`src/pkg/scs_consts.svh`:
```
// Constants of the smart card supervisor: opcodes, fields, reset values, timing.
// Assumes a 10 MHz system clock; included by bare name.
`ifndef SCS_CONSTS_SVH
`define SCS_CONSTS_SVH
// Clock rate and derived cycle counts
`define SCS_CLK_KHZ   10000
`define SCS_GAP_NS    500
`define SCS_GAP_CYC   ((`SCS_GAP_NS * `SCS_CLK_KHZ + 999999) / 1000000)
`define SCS_FILT_US   50
`define SCS_FILT_CYC  ((`SCS_FILT_US * `SCS_CLK_KHZ) / 1000)
// Command prefixes in bits 7:5
`define SCS_PFX_PROG  3'h4
`define SCS_PFX_CFG   3'h5
`define SCS_PFX_SYNC  3'h6
// Command field positions
`define SCS_B_RST     4
`define SCS_B_IO      2
// Configuration codes in bits 4:0 of a configuration byte
`define SCS_CFG_NO    5'h00
`define SCS_CFG_NC    5'h01
`define SCS_CFG_SPEC  5'h02
`define SCS_CFG_NORM  5'h03
`define SCS_CFG_SLOW  5'h04
`define SCS_CFG_FAST  5'h05
// Reset values
`define SCS_RST_SUPPLY 2'h0
`define SCS_RST_DIV    2'h0
// Readback bit positions
`define SCS_RB_DET    4
`define SCS_RB_IO     3
`define SCS_RB_AUXA   2
`define SCS_RB_AUXB   1
`define SCS_RB_PWR    0
`endif

```
`src/pkg/scs_pkg.sv`:
```
// Types shared by the smart card supervisor modules.
// Assumes nothing beyond a SystemVerilog compiler.
package scs_pkg;
  typedef struct packed {
    logic nc_switch;
    logic special_mode;
    logic fast_slope;
    logic sync_mode;
  } scs_cfg_t;
  typedef struct packed {
    logic       rst;
    logic [1:0] div;
    logic [1:0] supply;
  } scs_card_t;
  typedef enum logic [2:0] {PD_IDLE, PD_RST, PD_CLK, PD_AUX, PD_IO, PD_SUP} scs_pd_t;
endpackage : scs_pkg

```
`src/rtl/scs_detect_filter.sv`:
```
// Digital filter for the card presence pin.
// Assumes the raw pin is already synchronous to the clock.
`timescale 1ns/1ps
module scs_detect_filter #(
  parameter int CYC = 500
) (
  input  wire logic clk,
  input  wire logic rst_n,
  input  wire logic raw,
  output logic      level_ff,
  output logic      change_ff
);
  logic [$clog2(CYC+1)-1:0] cnt_ff;
  // New level only after it held for the whole interval; one pulse per change
  always_ff @(posedge clk) begin
    if (!rst_n) begin
      cnt_ff    <= '0;
      level_ff  <= 1'b0;
      change_ff <= 1'b0;
    end else begin
      change_ff <= 1'b0;
      if (raw == level_ff) begin
        cnt_ff <= '0; // A glitch restarts the wait
      end else if (cnt_ff == ($bits(cnt_ff))'(CYC - 1)) begin
        cnt_ff    <= '0;
        level_ff  <= raw;
        change_ff <= 1'b1;
      end else begin
        cnt_ff <= cnt_ff + 1'b1;
      end
    end
  end
endmodule : scs_detect_filter

```
`src/rtl/scs_pdown_seq.sv`:
```
// Ordered power-down stepper: reset, clock, aux, io, supply, fixed gap apart.
// Assumes start is a pulse taken only while idle.
`timescale 1ns/1ps
module scs_pdown_seq #(
  parameter int GAP = 5
) (
  input  wire logic      clk,
  input  wire logic      rst_n,
  input  wire logic      start,
  output scs_pkg::scs_pd_t stage_ff,
  output logic           done_ff
);
  logic [$clog2(GAP+1)-1:0] cnt_ff;
  // Step through the stages, holding each for GAP cycles
  always_ff @(posedge clk) begin
    if (!rst_n) begin
      stage_ff <= scs_pkg::PD_IDLE;
      cnt_ff   <= '0;
      done_ff  <= 1'b0;
    end else begin
      done_ff <= 1'b0;
      if (stage_ff == scs_pkg::PD_IDLE) begin
        cnt_ff <= '0;
        if (start) begin
          stage_ff <= scs_pkg::PD_RST;
        end
      end else if (cnt_ff != ($bits(cnt_ff))'(GAP - 1)) begin
        cnt_ff <= cnt_ff + 1'b1;
      end else begin
        cnt_ff <= '0;
        case (stage_ff)
          scs_pkg::PD_RST: stage_ff <= scs_pkg::PD_CLK;
          scs_pkg::PD_CLK: stage_ff <= scs_pkg::PD_AUX;
          scs_pkg::PD_AUX: stage_ff <= scs_pkg::PD_IO;
          scs_pkg::PD_IO:  stage_ff <= scs_pkg::PD_SUP;
          scs_pkg::PD_SUP: begin
            stage_ff <= scs_pkg::PD_IDLE;
            done_ff  <= 1'b1;
          end
          default: stage_ff <= scs_pkg::PD_IDLE;
        endcase
      end
    end
  end
endmodule : scs_pdown_seq

```
`src/rtl/scs_supervisor.sv`:
```
// Smart card supervisor top: command decode, detect, power control, interrupt.
// Assumes command bytes arrive already deserialised with a one-cycle valid,
// and every input is synchronous to CLOCK.
`timescale 1ns/1ps
`include "scs_consts.svh"
module scs_supervisor #(
  parameter int FILT_CYC = `SCS_FILT_CYC,
  parameter int GAP_CYC  = `SCS_GAP_CYC
) (
  input  wire logic       CLOCK,
  input  wire logic       RESET_N,
  input  wire logic       CS_N,
  input  wire logic       CMD_VALID,
  input  wire logic [7:0] COMMAND_BYTE,
  input  wire logic       CARD_PRESENCE_IN,
  input  wire logic       SUPPLY_OK,
  input  wire logic       SUPPLY_ABOVE_MIN,
  input  wire logic       HOST_IO_IN,
  input  wire logic       CARD_IO_LINE_IN,
  input  wire logic       CARD_AUX_A_IN,
  input  wire logic       CARD_AUX_B_IN,
  input  wire logic       IO_PULLUP_SELECT,
  output logic [7:0]      READBACK,
  output logic            CARD_RESET_OUT,
  output logic [1:0]      CARD_CLOCK_DIV,
  output logic            CARD_CLOCK_OUT,
  output logic            CLOCK_FAST_SLOPE,
  output logic [1:0]      CARD_SUPPLY,
  output logic            CONVERTER_EN,
  output logic            CARD_IO_LINE_OUT,
  output logic            CARD_IO_LINE_OE,
  output logic            HOST_IO_OUT,
  output logic            HOST_IO_OE,
  output logic            CARD_AUX_A_OUT,
  output logic            CARD_AUX_B_OUT,
  output logic            CARD_AUX_OE,
  output logic            IO_PULLUP_EN,
  output logic            INT_N_OUT,
  output logic            INT_N_OE
);
  scs_pkg::scs_cfg_t  cfg_ff;
  scs_pkg::scs_card_t card_ff;
  scs_pkg::scs_pd_t   pd_stage;
  logic [3:0]         sdat_ff; // clk, io, aux a, aux b for sync cards
  logic               ramped_ff;
  logic               fault_seen_ff;
  logic               int_ins_ff;
  logic               int_ovl_ff;
  logic               filt_lvl;
  logic               filt_chg;
  logic               pd_done;
  logic               take;
  logic [2:0]         pfx;
  logic               addr_hit;
  logic               is_prog;
  logic               is_sync;
  logic               is_cfg;
  logic               sel_clear;
  logic               supply_on;
  logic               present;
  logic               host_off;
  logic               extract;
  logic               fault_det;
  logic               pd_start;
  logic               live;
  logic               io_data;

  // Command decode; only bytes seen while chip select is low count
  assign take     = CMD_VALID && !CS_N;
  assign pfx      = COMMAND_BYTE[7:5];
  assign addr_hit = !pfx[2] && (COMMAND_BYTE[6:5] == {CARD_AUX_A_IN, CARD_AUX_B_IN});
  assign is_prog  = take && (addr_hit || pfx == `SCS_PFX_PROG);
  assign is_sync  = take && (pfx == `SCS_PFX_SYNC);
  assign is_cfg   = take && (pfx == `SCS_PFX_CFG);
  assign sel_clear = take && (addr_hit || pfx == `SCS_PFX_CFG);

  // Detect filter and power-down stepper
  scs_detect_filter #(.CYC(FILT_CYC)) u_filt (
    .clk      (CLOCK),
    .rst_n    (RESET_N),
    .raw      (CARD_PRESENCE_IN),
    .level_ff (filt_lvl),
    .change_ff(filt_chg)
  );
  scs_pdown_seq #(.GAP(GAP_CYC)) u_pd (
    .clk     (CLOCK),
    .rst_n   (RESET_N),
    .start   (pd_start),
    .stage_ff(pd_stage),
    .done_ff (pd_done)
  );

  // Pin high means present with a normally open switch
  assign present   = filt_lvl ^ cfg_ff.nc_switch;
  assign supply_on = card_ff.supply != `SCS_RST_SUPPLY;
  assign host_off  = is_prog && (COMMAND_BYTE[1:0] == 2'h0) && supply_on;
  assign extract   = filt_chg && (filt_lvl == cfg_ff.nc_switch) && supply_on;
  // The supply collapse that ends our own power-down is not a fault, so only
  // an idle stepper with no finish pending may see one
  assign fault_det = supply_on && ramped_ff && !SUPPLY_OK && !fault_seen_ff &&
                     pd_stage == scs_pkg::PD_IDLE && !pd_done;
  assign pd_start  = (pd_stage == scs_pkg::PD_IDLE) && (host_off || extract || fault_det);
  assign live      = supply_on && ramped_ff;
  // Our own pull on the host line must not echo back onto the card line
  assign io_data   = cfg_ff.sync_mode ? sdat_ff[2] : (HOST_IO_IN || HOST_IO_OE);

  // Configuration bytes; card reset drops on any of them, whatever their bit 4 holds
  always_ff @(posedge CLOCK) begin
    if (!RESET_N) begin
      cfg_ff <= '{nc_switch: 1'b0, special_mode: 1'b1, fast_slope: 1'b0,
                  sync_mode: 1'b0};
    end else begin
      if (is_cfg) begin
        case (COMMAND_BYTE[4:0])
          `SCS_CFG_NO:   cfg_ff.nc_switch    <= 1'b0;
          `SCS_CFG_NC:   cfg_ff.nc_switch    <= 1'b1;
          `SCS_CFG_SPEC: cfg_ff.special_mode <= 1'b1;
          `SCS_CFG_NORM: cfg_ff.special_mode <= 1'b0;
          `SCS_CFG_SLOW: cfg_ff.fast_slope   <= 1'b0;
          `SCS_CFG_FAST: cfg_ff.fast_slope   <= 1'b1;
          default:       cfg_ff.nc_switch    <= cfg_ff.nc_switch; // Reserved codes
        endcase
      end
      // Mode switches itself: a sync byte enters sync, an addressed byte leaves
      if (is_sync) begin
        cfg_ff.sync_mode <= 1'b1;
      end else if (take && addr_hit) begin
        cfg_ff.sync_mode <= 1'b0;
      end
    end
  end

  // Card programming; a zero supply request waits for the stepper to finish
  always_ff @(posedge CLOCK) begin
    if (!RESET_N) begin
      card_ff <= '{rst: 1'b0, div: `SCS_RST_DIV, supply: `SCS_RST_SUPPLY};
      sdat_ff <= 4'h0;
    end else begin
      if (is_prog) begin
        card_ff.rst <= COMMAND_BYTE[`SCS_B_RST];
        card_ff.div <= COMMAND_BYTE[3:2];
        // Supply changes are locked out while a power-down is running
        if (COMMAND_BYTE[1:0] != 2'h0 && pd_stage == scs_pkg::PD_IDLE && !pd_start) begin
          card_ff.supply <= COMMAND_BYTE[1:0];
        end
      end else if (is_sync) begin
        card_ff.rst <= COMMAND_BYTE[`SCS_B_RST];
        sdat_ff     <= COMMAND_BYTE[3:0];
      end else if (is_cfg) begin
        card_ff.rst <= 1'b0;
      end
      if (pd_done) begin
        card_ff.supply <= `SCS_RST_SUPPLY;
        card_ff.rst    <= 1'b0;
        sdat_ff        <= 4'h0;
      end
    end
  end

  // Ramp and fault tracking for the supply monitor
  always_ff @(posedge CLOCK) begin
    if (!RESET_N) begin
      ramped_ff     <= 1'b0;
      fault_seen_ff <= 1'b0;
    end else begin
      if (!supply_on || pd_done) begin
        ramped_ff <= 1'b0;
      end else if (SUPPLY_ABOVE_MIN) begin
        ramped_ff <= 1'b1;
      end
      if (pd_done) begin
        fault_seen_ff <= 1'b0;
      end else if (fault_det) begin
        fault_seen_ff <= 1'b1;
      end
    end
  end

  // Interrupt sources; a new event wins over a clear in the same cycle
  always_ff @(posedge CLOCK) begin
    if (!RESET_N) begin
      int_ins_ff <= 1'b0;
      int_ovl_ff <= 1'b0;
    end else begin
      if (filt_chg) begin
        int_ins_ff <= 1'b1;
      end else if (sel_clear) begin
        int_ins_ff <= 1'b0;
      end
      if (fault_det) begin
        int_ovl_ff <= 1'b1;
      end else if (sel_clear && (pfx == `SCS_PFX_CFG || COMMAND_BYTE[1:0] == 2'h0)) begin
        int_ovl_ff <= 1'b0;
      end
    end
  end

  // Pin drivers; forcing by stage keeps the power-down order at the pins
  always_ff @(posedge CLOCK) begin
    if (!RESET_N) begin
      CARD_RESET_OUT   <= 1'b0;
      CARD_CLOCK_DIV   <= `SCS_RST_DIV;
      CARD_CLOCK_OUT   <= 1'b0;
      CLOCK_FAST_SLOPE <= 1'b0;
      CARD_SUPPLY      <= `SCS_RST_SUPPLY;
      CONVERTER_EN     <= 1'b0;
      CARD_AUX_A_OUT   <= 1'b0;
      CARD_AUX_B_OUT   <= 1'b0;
      CARD_AUX_OE      <= 1'b0;
    end else begin
      CARD_RESET_OUT   <= live && pd_stage < scs_pkg::PD_RST && card_ff.rst;
      CARD_CLOCK_DIV   <= (live && pd_stage < scs_pkg::PD_CLK && !cfg_ff.sync_mode) ?
                          card_ff.div : 2'h0;
      CARD_CLOCK_OUT   <= live && pd_stage < scs_pkg::PD_CLK && cfg_ff.sync_mode && sdat_ff[3];
      CLOCK_FAST_SLOPE <= cfg_ff.fast_slope;
      CARD_SUPPLY      <= (pd_stage == scs_pkg::PD_SUP) ? 2'h0 : card_ff.supply;
      CONVERTER_EN     <= supply_on && !fault_seen_ff && !fault_det &&
                          pd_stage != scs_pkg::PD_SUP;
      // Aux drive only host data; card data on them returns through readback bits 2 and 1
      CARD_AUX_A_OUT   <= live && pd_stage < scs_pkg::PD_AUX && sdat_ff[1];
      CARD_AUX_B_OUT   <= live && pd_stage < scs_pkg::PD_AUX && sdat_ff[0];
      CARD_AUX_OE      <= cfg_ff.sync_mode;
    end
  end

  // Open-drain card io and host io; the host side is not driven while we
  // pull the card low, which would otherwise latch both lines low
  always_ff @(posedge CLOCK) begin
    if (!RESET_N) begin
      CARD_IO_LINE_OUT <= 1'b0;
      CARD_IO_LINE_OE  <= 1'b0;
      HOST_IO_OUT      <= 1'b0;
      HOST_IO_OE       <= 1'b0;
      IO_PULLUP_EN     <= 1'b0;
    end else begin
      CARD_IO_LINE_OUT <= 1'b0;
      CARD_IO_LINE_OE  <= supply_on && (!live || pd_stage >= scs_pkg::PD_IO ||
                          (!CS_N && !io_data));
      HOST_IO_OUT      <= 1'b0;
      HOST_IO_OE       <= !CS_N && !cfg_ff.sync_mode && !CARD_IO_LINE_IN &&
                          !CARD_IO_LINE_OE;
      IO_PULLUP_EN     <= IO_PULLUP_SELECT;
    end
  end

  // Readback byte and interrupt pin; top three bits carry no data
  always_ff @(posedge CLOCK) begin
    if (!RESET_N) begin
      READBACK  <= 8'h00;
      INT_N_OUT <= 1'b0;
      INT_N_OE  <= 1'b0;
    end else begin
      READBACK  <= 8'h00;
      READBACK[`SCS_RB_DET]  <= cfg_ff.special_mode ? CARD_PRESENCE_IN : present;
      READBACK[`SCS_RB_IO]   <= CARD_IO_LINE_IN;
      READBACK[`SCS_RB_AUXA] <= CARD_AUX_A_IN;
      READBACK[`SCS_RB_AUXB] <= CARD_AUX_B_IN;
      READBACK[`SCS_RB_PWR]  <= SUPPLY_OK;
      INT_N_OUT <= 1'b0;
      INT_N_OE  <= int_ins_ff || int_ovl_ff;
    end
  end
endmodule : scs_supervisor

```
`config.mk`:
```
export PLATFORM = sky130hd
export DESIGN_NAME = scs_supervisor
export DESIGN_NICKNAME = d
export VERILOG_FILES = /design/src/pkg/scs_pkg.sv /design/src/rtl/scs_detect_filter.sv /design/src/rtl/scs_pdown_seq.sv /design/src/rtl/scs_supervisor.sv
export VERILOG_INCLUDE_DIRS = /design/src /design/src/pkg
export SDC_FILE = /design/constraint.sdc
export NUM_CORES = 1
export LEC_CHECK = 0
export ABC_AREA = 1
export BUFFER_PORTS_ARGS = -buffer_cell sky130_fd_sc_hd__buf_2
export CORE_MARGIN = 5
export CORE_UTILIZATION = 54
export CTS_CLUSTER_DIAMETER = 80
export DETAILED_ROUTE_END_ITERATION = 12
export PLACE_DENSITY = 0.78
export SYNTH_ARGS = -nofsm -noshare
export SYNTH_HDL_FRONTEND = slang
export SYNTH_SLANG_ARGS = --single-unit
```
`constraint.sdc`:
```
create_clock -name CLOCK -period 1.45 [get_ports CLOCK]
set_input_delay 0.0725 -clock CLOCK [delete_from_list [all_inputs] [get_ports CLOCK]]
set_output_delay 0.0725 -clock CLOCK [all_outputs]
set_load 0.01 [all_outputs]
```
Yosys cells after proc, flatten, opt, wreduce, memory -nomap -nowiden
Cells that the tools add are included.
{"block": "classes", "n_mux": 20, "eq_ne": 21, "addsub": 2, "n_reduce_logical": 87, "order_cmp": 4, "bitwise": 5}
{"cell": "logical AND 1 bit", "count": 37}
{"cell": "AND reduction 2 bit", "count": 8}
{"cell": "nonzero test 2 bit", "count": 8}
{"cell": "equality test 3 bit (second input constant)", "count": 5}
{"cell": "logical NOT 1 bit", "count": 13}
{"cell": "2-to-1 mux 1 bit", "count": 13}
{"cell": "one-hot mux 3 bit (4 select lines)", "count": 1}
{"cell": "equality test 5 x 2 -> 1 bit (second input constant)", "count": 2}
{"cell": "equality test 5 x 3 -> 1 bit (second input constant)", "count": 2}
{"cell": "logical OR 1 bit", "count": 10}
{"cell": "adder 9 x 1 -> 9 bit (second input constant)", "count": 1}
{"cell": "equality test 9 bit (second input constant)", "count": 1}
{"cell": "2-to-1 mux 3 bit", "count": 3}
{"cell": "OR reduction 3 bit", "count": 3}
{"cell": "OR reduction 2 bit", "count": 4}
{"cell": "equality test 3 x 2 -> 1 bit (second input constant)", "count": 2}
{"cell": "less-than comparator 3 x 2 -> 1 bit (second input constant)", "count": 2}
{"cell": "!= test 3 bit (second input constant)", "count": 2}
{"cell": "one-hot mux 1 bit (2 select lines)", "count": 3}
{"cell": "equality test 5 x 1 -> 1 bit (second input constant)", "count": 1}
{"cell": "logical NOT 5 bit", "count": 1}
{"cell": "!= test 2 bit (second input constant)", "count": 2}
{"cell": "NOT 1 bit", "count": 4}
{"cell": "adder 3 x 1 -> 3 bit (second input constant)", "count": 1}
{"cell": "9 further kinds", "count": 10}
{"block": "word_totals", "ff_bits": 58, "output_inout_bits": 26, "elab_cells": 172}

Logic depth before layout (Yosys ltp)
{"block": "logic_depth", "word_depth": 12, "depth_mapped": 13}

Hierarchy
From an unflattened synthesis, not the netlist that was laid out.
{"block": "unflattened", "cells_unflattened": 325, "area_unflattened_um2": 2458.6}
{"module": "scs_supervisor", "area_per_inst_um2": 1483.9, "cells_per_inst": 199, "seq_area_each_um2": 740.7, "instances": 1}
{"module": "scs_detect_filter", "area_per_inst_um2": 610.6, "cells_per_inst": 77, "seq_area_each_um2": 220.2, "instances": 1}
{"module": "scs_pdown_seq", "area_per_inst_um2": 364.1, "cells_per_inst": 49, "seq_area_each_um2": 140.1, "instances": 1}

Least setup slack after synthesis
OpenSTA, ideal clock, no wires.
{"block": "synth_path", "path_kind": "flip-flop to flip-flop", "startpoint": "register u_filt.cnt_ff[0]", "endpoint": "register u_filt.cnt_ff[7]", "synth_period_minus_slack_ps": 1330, "arrival_ps": 1216, "n_path_buf": 0, "stages_incl_launch_ff": 8, "setup_ps": 115, "path_slack_ps": 120, "cell_sequence": "dfxtp_1 ha_1 inv_1 nor4_4 nor2_2 inv_2 a21oi_1 o21a_1"}
{"block": "synth_between", "elab_chain_cells": 2}
{"element": "start, declared", "line": "scs_detect_filter.sv:13", "rtl": "logic [$clog2(CYC+1)-1:0] cnt_ff;"}
{"element": "start signal, assigned", "line": "scs_detect_filter.sv:29", "rtl": "cnt_ff <= cnt_ff + 1'b1;"}
{"element": "branches (longest 2 deep; another with adder 9 x 1 -> 9 bit)"}
Parallel ways; which one is timed is not known.
A chain may end at the register's enable or synchronous reset.

Worst setup path in the final report
Ends and elaborated chain as after synthesis.

==> metrics.md <==
| Metric | Value |
|---|---|
| Layout cell share with drive strength beyond 1 | 22.6% |
| Post-synth top area share | 47.5% |
| Synthesis-stage register bit count | 55 |
| Placed Area | 2570 µm² |
| DR WL/cell | 11.4 µm |
| Finished Cell Area | roughly 2700 µm² |
| Cell Area, Synth | between 2000 and 2500 µm² |
| Vias | 1942 |
| Yosys warning count | 0 |
| Leak | 1.35 nW |
| Clock Power Share | between 30% and 40% |
| CTS tree | built |
| Vias in the first global route | ~1700 |
| Area grow syn2layout | 18.1% |
| # DRC | 0 |
| Core area | around 4100 µm² |
| Switching share of power | 25.0% |
| Min cycle time layout | 1.35 ns |
| Final Wtd Congestion | 0.862 |
| Clock-pin slew on the worst setup and hold paths | 0.09 ns |
| Largest net degree at the start of global routing | 19 |
| Worst Slack Setup Final | 0.102 ns |
| Peak supply drop | 0.671 mV |
| Tot GR Track Use | ~17% |
| Initial Util | 56.7% |
| Number of synthesized flops with an enable pin | 0 |
| Diodes inserted | 0 |
| Sequential area share after synthesis | 47.5% |
| Filler Cells Inserted | roughly 360 |
| Post-synthesis mux area share | 0% |
| First-pass DRT Iterations | 4 |
| IO Pins | 46 |
| Worst EP arrival | 1.56 ns |
| Die Height | approximately 75 µm |
| H-Tree Depth | 2 |
| Critical Path End Type | register |
| FF/Latch Area | 1100 µm² |
| Num CTS Buffers | 5 |
| Clk_skew | slightly above 0.008 ns |
| Final hold slack | 0.0236 ns |
| Row count | 23 |
| Routed Wire Length | 4.54 mm |
| Design Power | 2.62 mW |
| Remaining antenna violation count after routing | 0 |
| HP Class | in2reg |
| Root Buffer | clkbuf_8 |
| Sequential share of power | 59.1% |
| Fin. max-slew vios | 0 |
| Die area | 5700 µm² |
| Synth Area in XOR/XNOR | around 1.5% |
| Clock Latency Late Sink | between 0.3 and 0.4 ns |
| Pwr/cell area | 957 nW/µm² |
| Synth Area in Simple Gates | ~28% |
| Synth cell types | 35 |
| Largest family of logic cells by synthesized area | simple AND/OR/NAND/NOR gates |
| Count of final setup violators | 0 |
| Syn Inst Count | 297 |
| Total congestion overflow | 0 |
| Pre-CTS setup slack | ~0.072 ns |
| Final hold violations | 0 |
| CP Launch Type | register |
| DP Wirelength | 3.47 mm |
| Die X | 75.5 µm |
| Initial DRC Count | between 100 and 150 |
| Period utilisation layout | 93.0% |
| Outcome | completed |
| Global-route wire length before repair | 7.29 mm |
| Synth area leader | dfxtp_1 |
| Crit path max fanout | 6 |
| Clk buf depth | 2 |
| Multi-input gate area | between 900 and 1000 µm² |
| Initial antenna violation count | 0 |
| Synth Area per Inst | 7.80 µm² |
| IO buf count | 39 |
| CTS Sinks | 55 |
| Synth top area cells | dfxtp_1, inv_1, nand2_1 |
| Critical path class | reg2reg |
| Post-synth ARST share | 0% |
| Int Power | around 2.0 mW |
| WP data required | 1.67 ns |
| Max Freq | 742 MHz |
| Via density | ~4.9 |
| Synth Flop Type | dfxtp_1 |
| Adder-cell share of the synthesized area | 1.62% |
| P_sw | 654 µW |
| Comb pwr share | 8.0% |
| Max-cap viol count | 0 |
| Fin nets | 372 |
| Compound-gate portion of the synthesized area | 9.51% |
[metal layers]
layer  vias up  share of wire, %  track usage [%]
met2        47                48             27.8
met3         5               6.0             4.49
li1       1028                 -                -
met4         0               1.1             6.21
met1       862                45             20.8
met5         -                 0                0
[layout make-up]
| cell class | instances | share of cell area [%] |
|---|---|---|
| clock inverters | 3 | 0.915 |
| multi-input cells | 179 | 35.2 |
| repair buffers | 49 | 10.7 |
| inverters | 59 | 8.10 |
| well taps | 50 | 2.29 |
| clock buffers | 5 | 2.52 |
| flip-flops and latches | 55 | 40.3 |
[worst max-delay path, stage by stage (launching register included)]
cell and delay (ns):
dfxtp_2 0.35, ha_1 0.18, inv_1 0.07, nor4_4 0.30, nor2_2 0.09, inv_2 0.11
a21oi_1 0.05, o21a_1 0.10
[final timing paths]
| check | endpoint | startpoint | depth (start not counted) | slack, ns |
|---|---|---|---|---|
| setup / recovery | u_filt.cnt_ff[7] | u_filt.cnt_ff[0] | 7 | 0.10 |
| hold / removal | cfg_ff[2] | COMMAND_BYTE[0] | 2 | 0.02 |
| setup reg to reg | u_filt.cnt_ff[7] | u_filt.cnt_ff[0] | 7 | 0.10 |
| hold reg to reg | u_filt.cnt_ff[0] | u_filt.cnt_ff[0] | 1 | 0.42 |
[repair_timing]
item                       CTS  global route
resized for setup            0             3
setup buffers                0             1
hold endpoints to repair     6             0
hold buffers                 6             0
setup endpoints to repair    0             6
[power groups by stage]
stage | registers, mW | clock network, mW | logic, mW
finish | 1.55 | 0.862 | 0.209
global route | 1.55 | 0.941 | 0.234
global placement | 1.58 | 0 | 0.190
floorplan | 1.59 | 0 | 0.117
CTS | 1.55 | 0.882 | 0.207
detailed placement | 1.58 | 0 | 0.193
[kinds of logic after synthesis]
family / count (synthesis)
AO/OA/AOI/OAI: 42
adder cells (fa/ha/maj): 3
AND/OR/NAND/NOR: 124
buffers and inverters: 68
XOR/XNOR: 4
other: 1
flip-flops: 55
[through the flow]
stage               util, %  TNS [ns]  instances
finish                 66.9         0        400
global route           66.9  -0.00510        400
CTS                    66.7         0        401
detailed placement     63.0         0        387
global placement       63.0         0        387
floorplan                 -         0        302
[layout by cell type (no fill, tap or decap), types with 6 or more instances in the layout]
cell type	count
buf_4	6
conb_1	6
a21oi_1	21
buf_2	37
dfxtp_1	54
inv_1	54
nand3_1	7
nand2_1	39
nand4_1	7
nor2_1	34
nor3_1	9
o21ai_0	13
[flip-flops by register name, summed over array words and instances (netlist names), 2 cells and up]
| signal | count |
|---|---|
| u_filt.cnt_ff | 9 |
| READBACK | 5 |
| card_ff | 5 |
| cfg_ff | 4 |
| sdat_ff | 4 |
| u_pd.cnt_ff | 3 |
| u_pd.stage_ff | 3 |
| CARD_CLOCK_DIV | 2 |
| CARD_SUPPLY | 2 |
[cells in the mapped netlist, types with 2 or more instances]
cell type,n
nor3_1,9
nand3_1,7
inv_2,5
a21oi_1,21
o22ai_1,2
nor2_2,3
xor2_1,2
buf_4,6
or2_2,2
nand2_1,39
ha_1,3
o21ai_0,13
o21ai_1,3
a211oi_1,2
nand2_4,3
nor3b_1,2
nand2_2,4
xnor2_1,2
nand4_1,7
nor2_1,34
inv_1,54
dfxtp_1,55
nor4_1,3
nand3_2,5
Note: power is estimated with default switching activity, not from simulation.
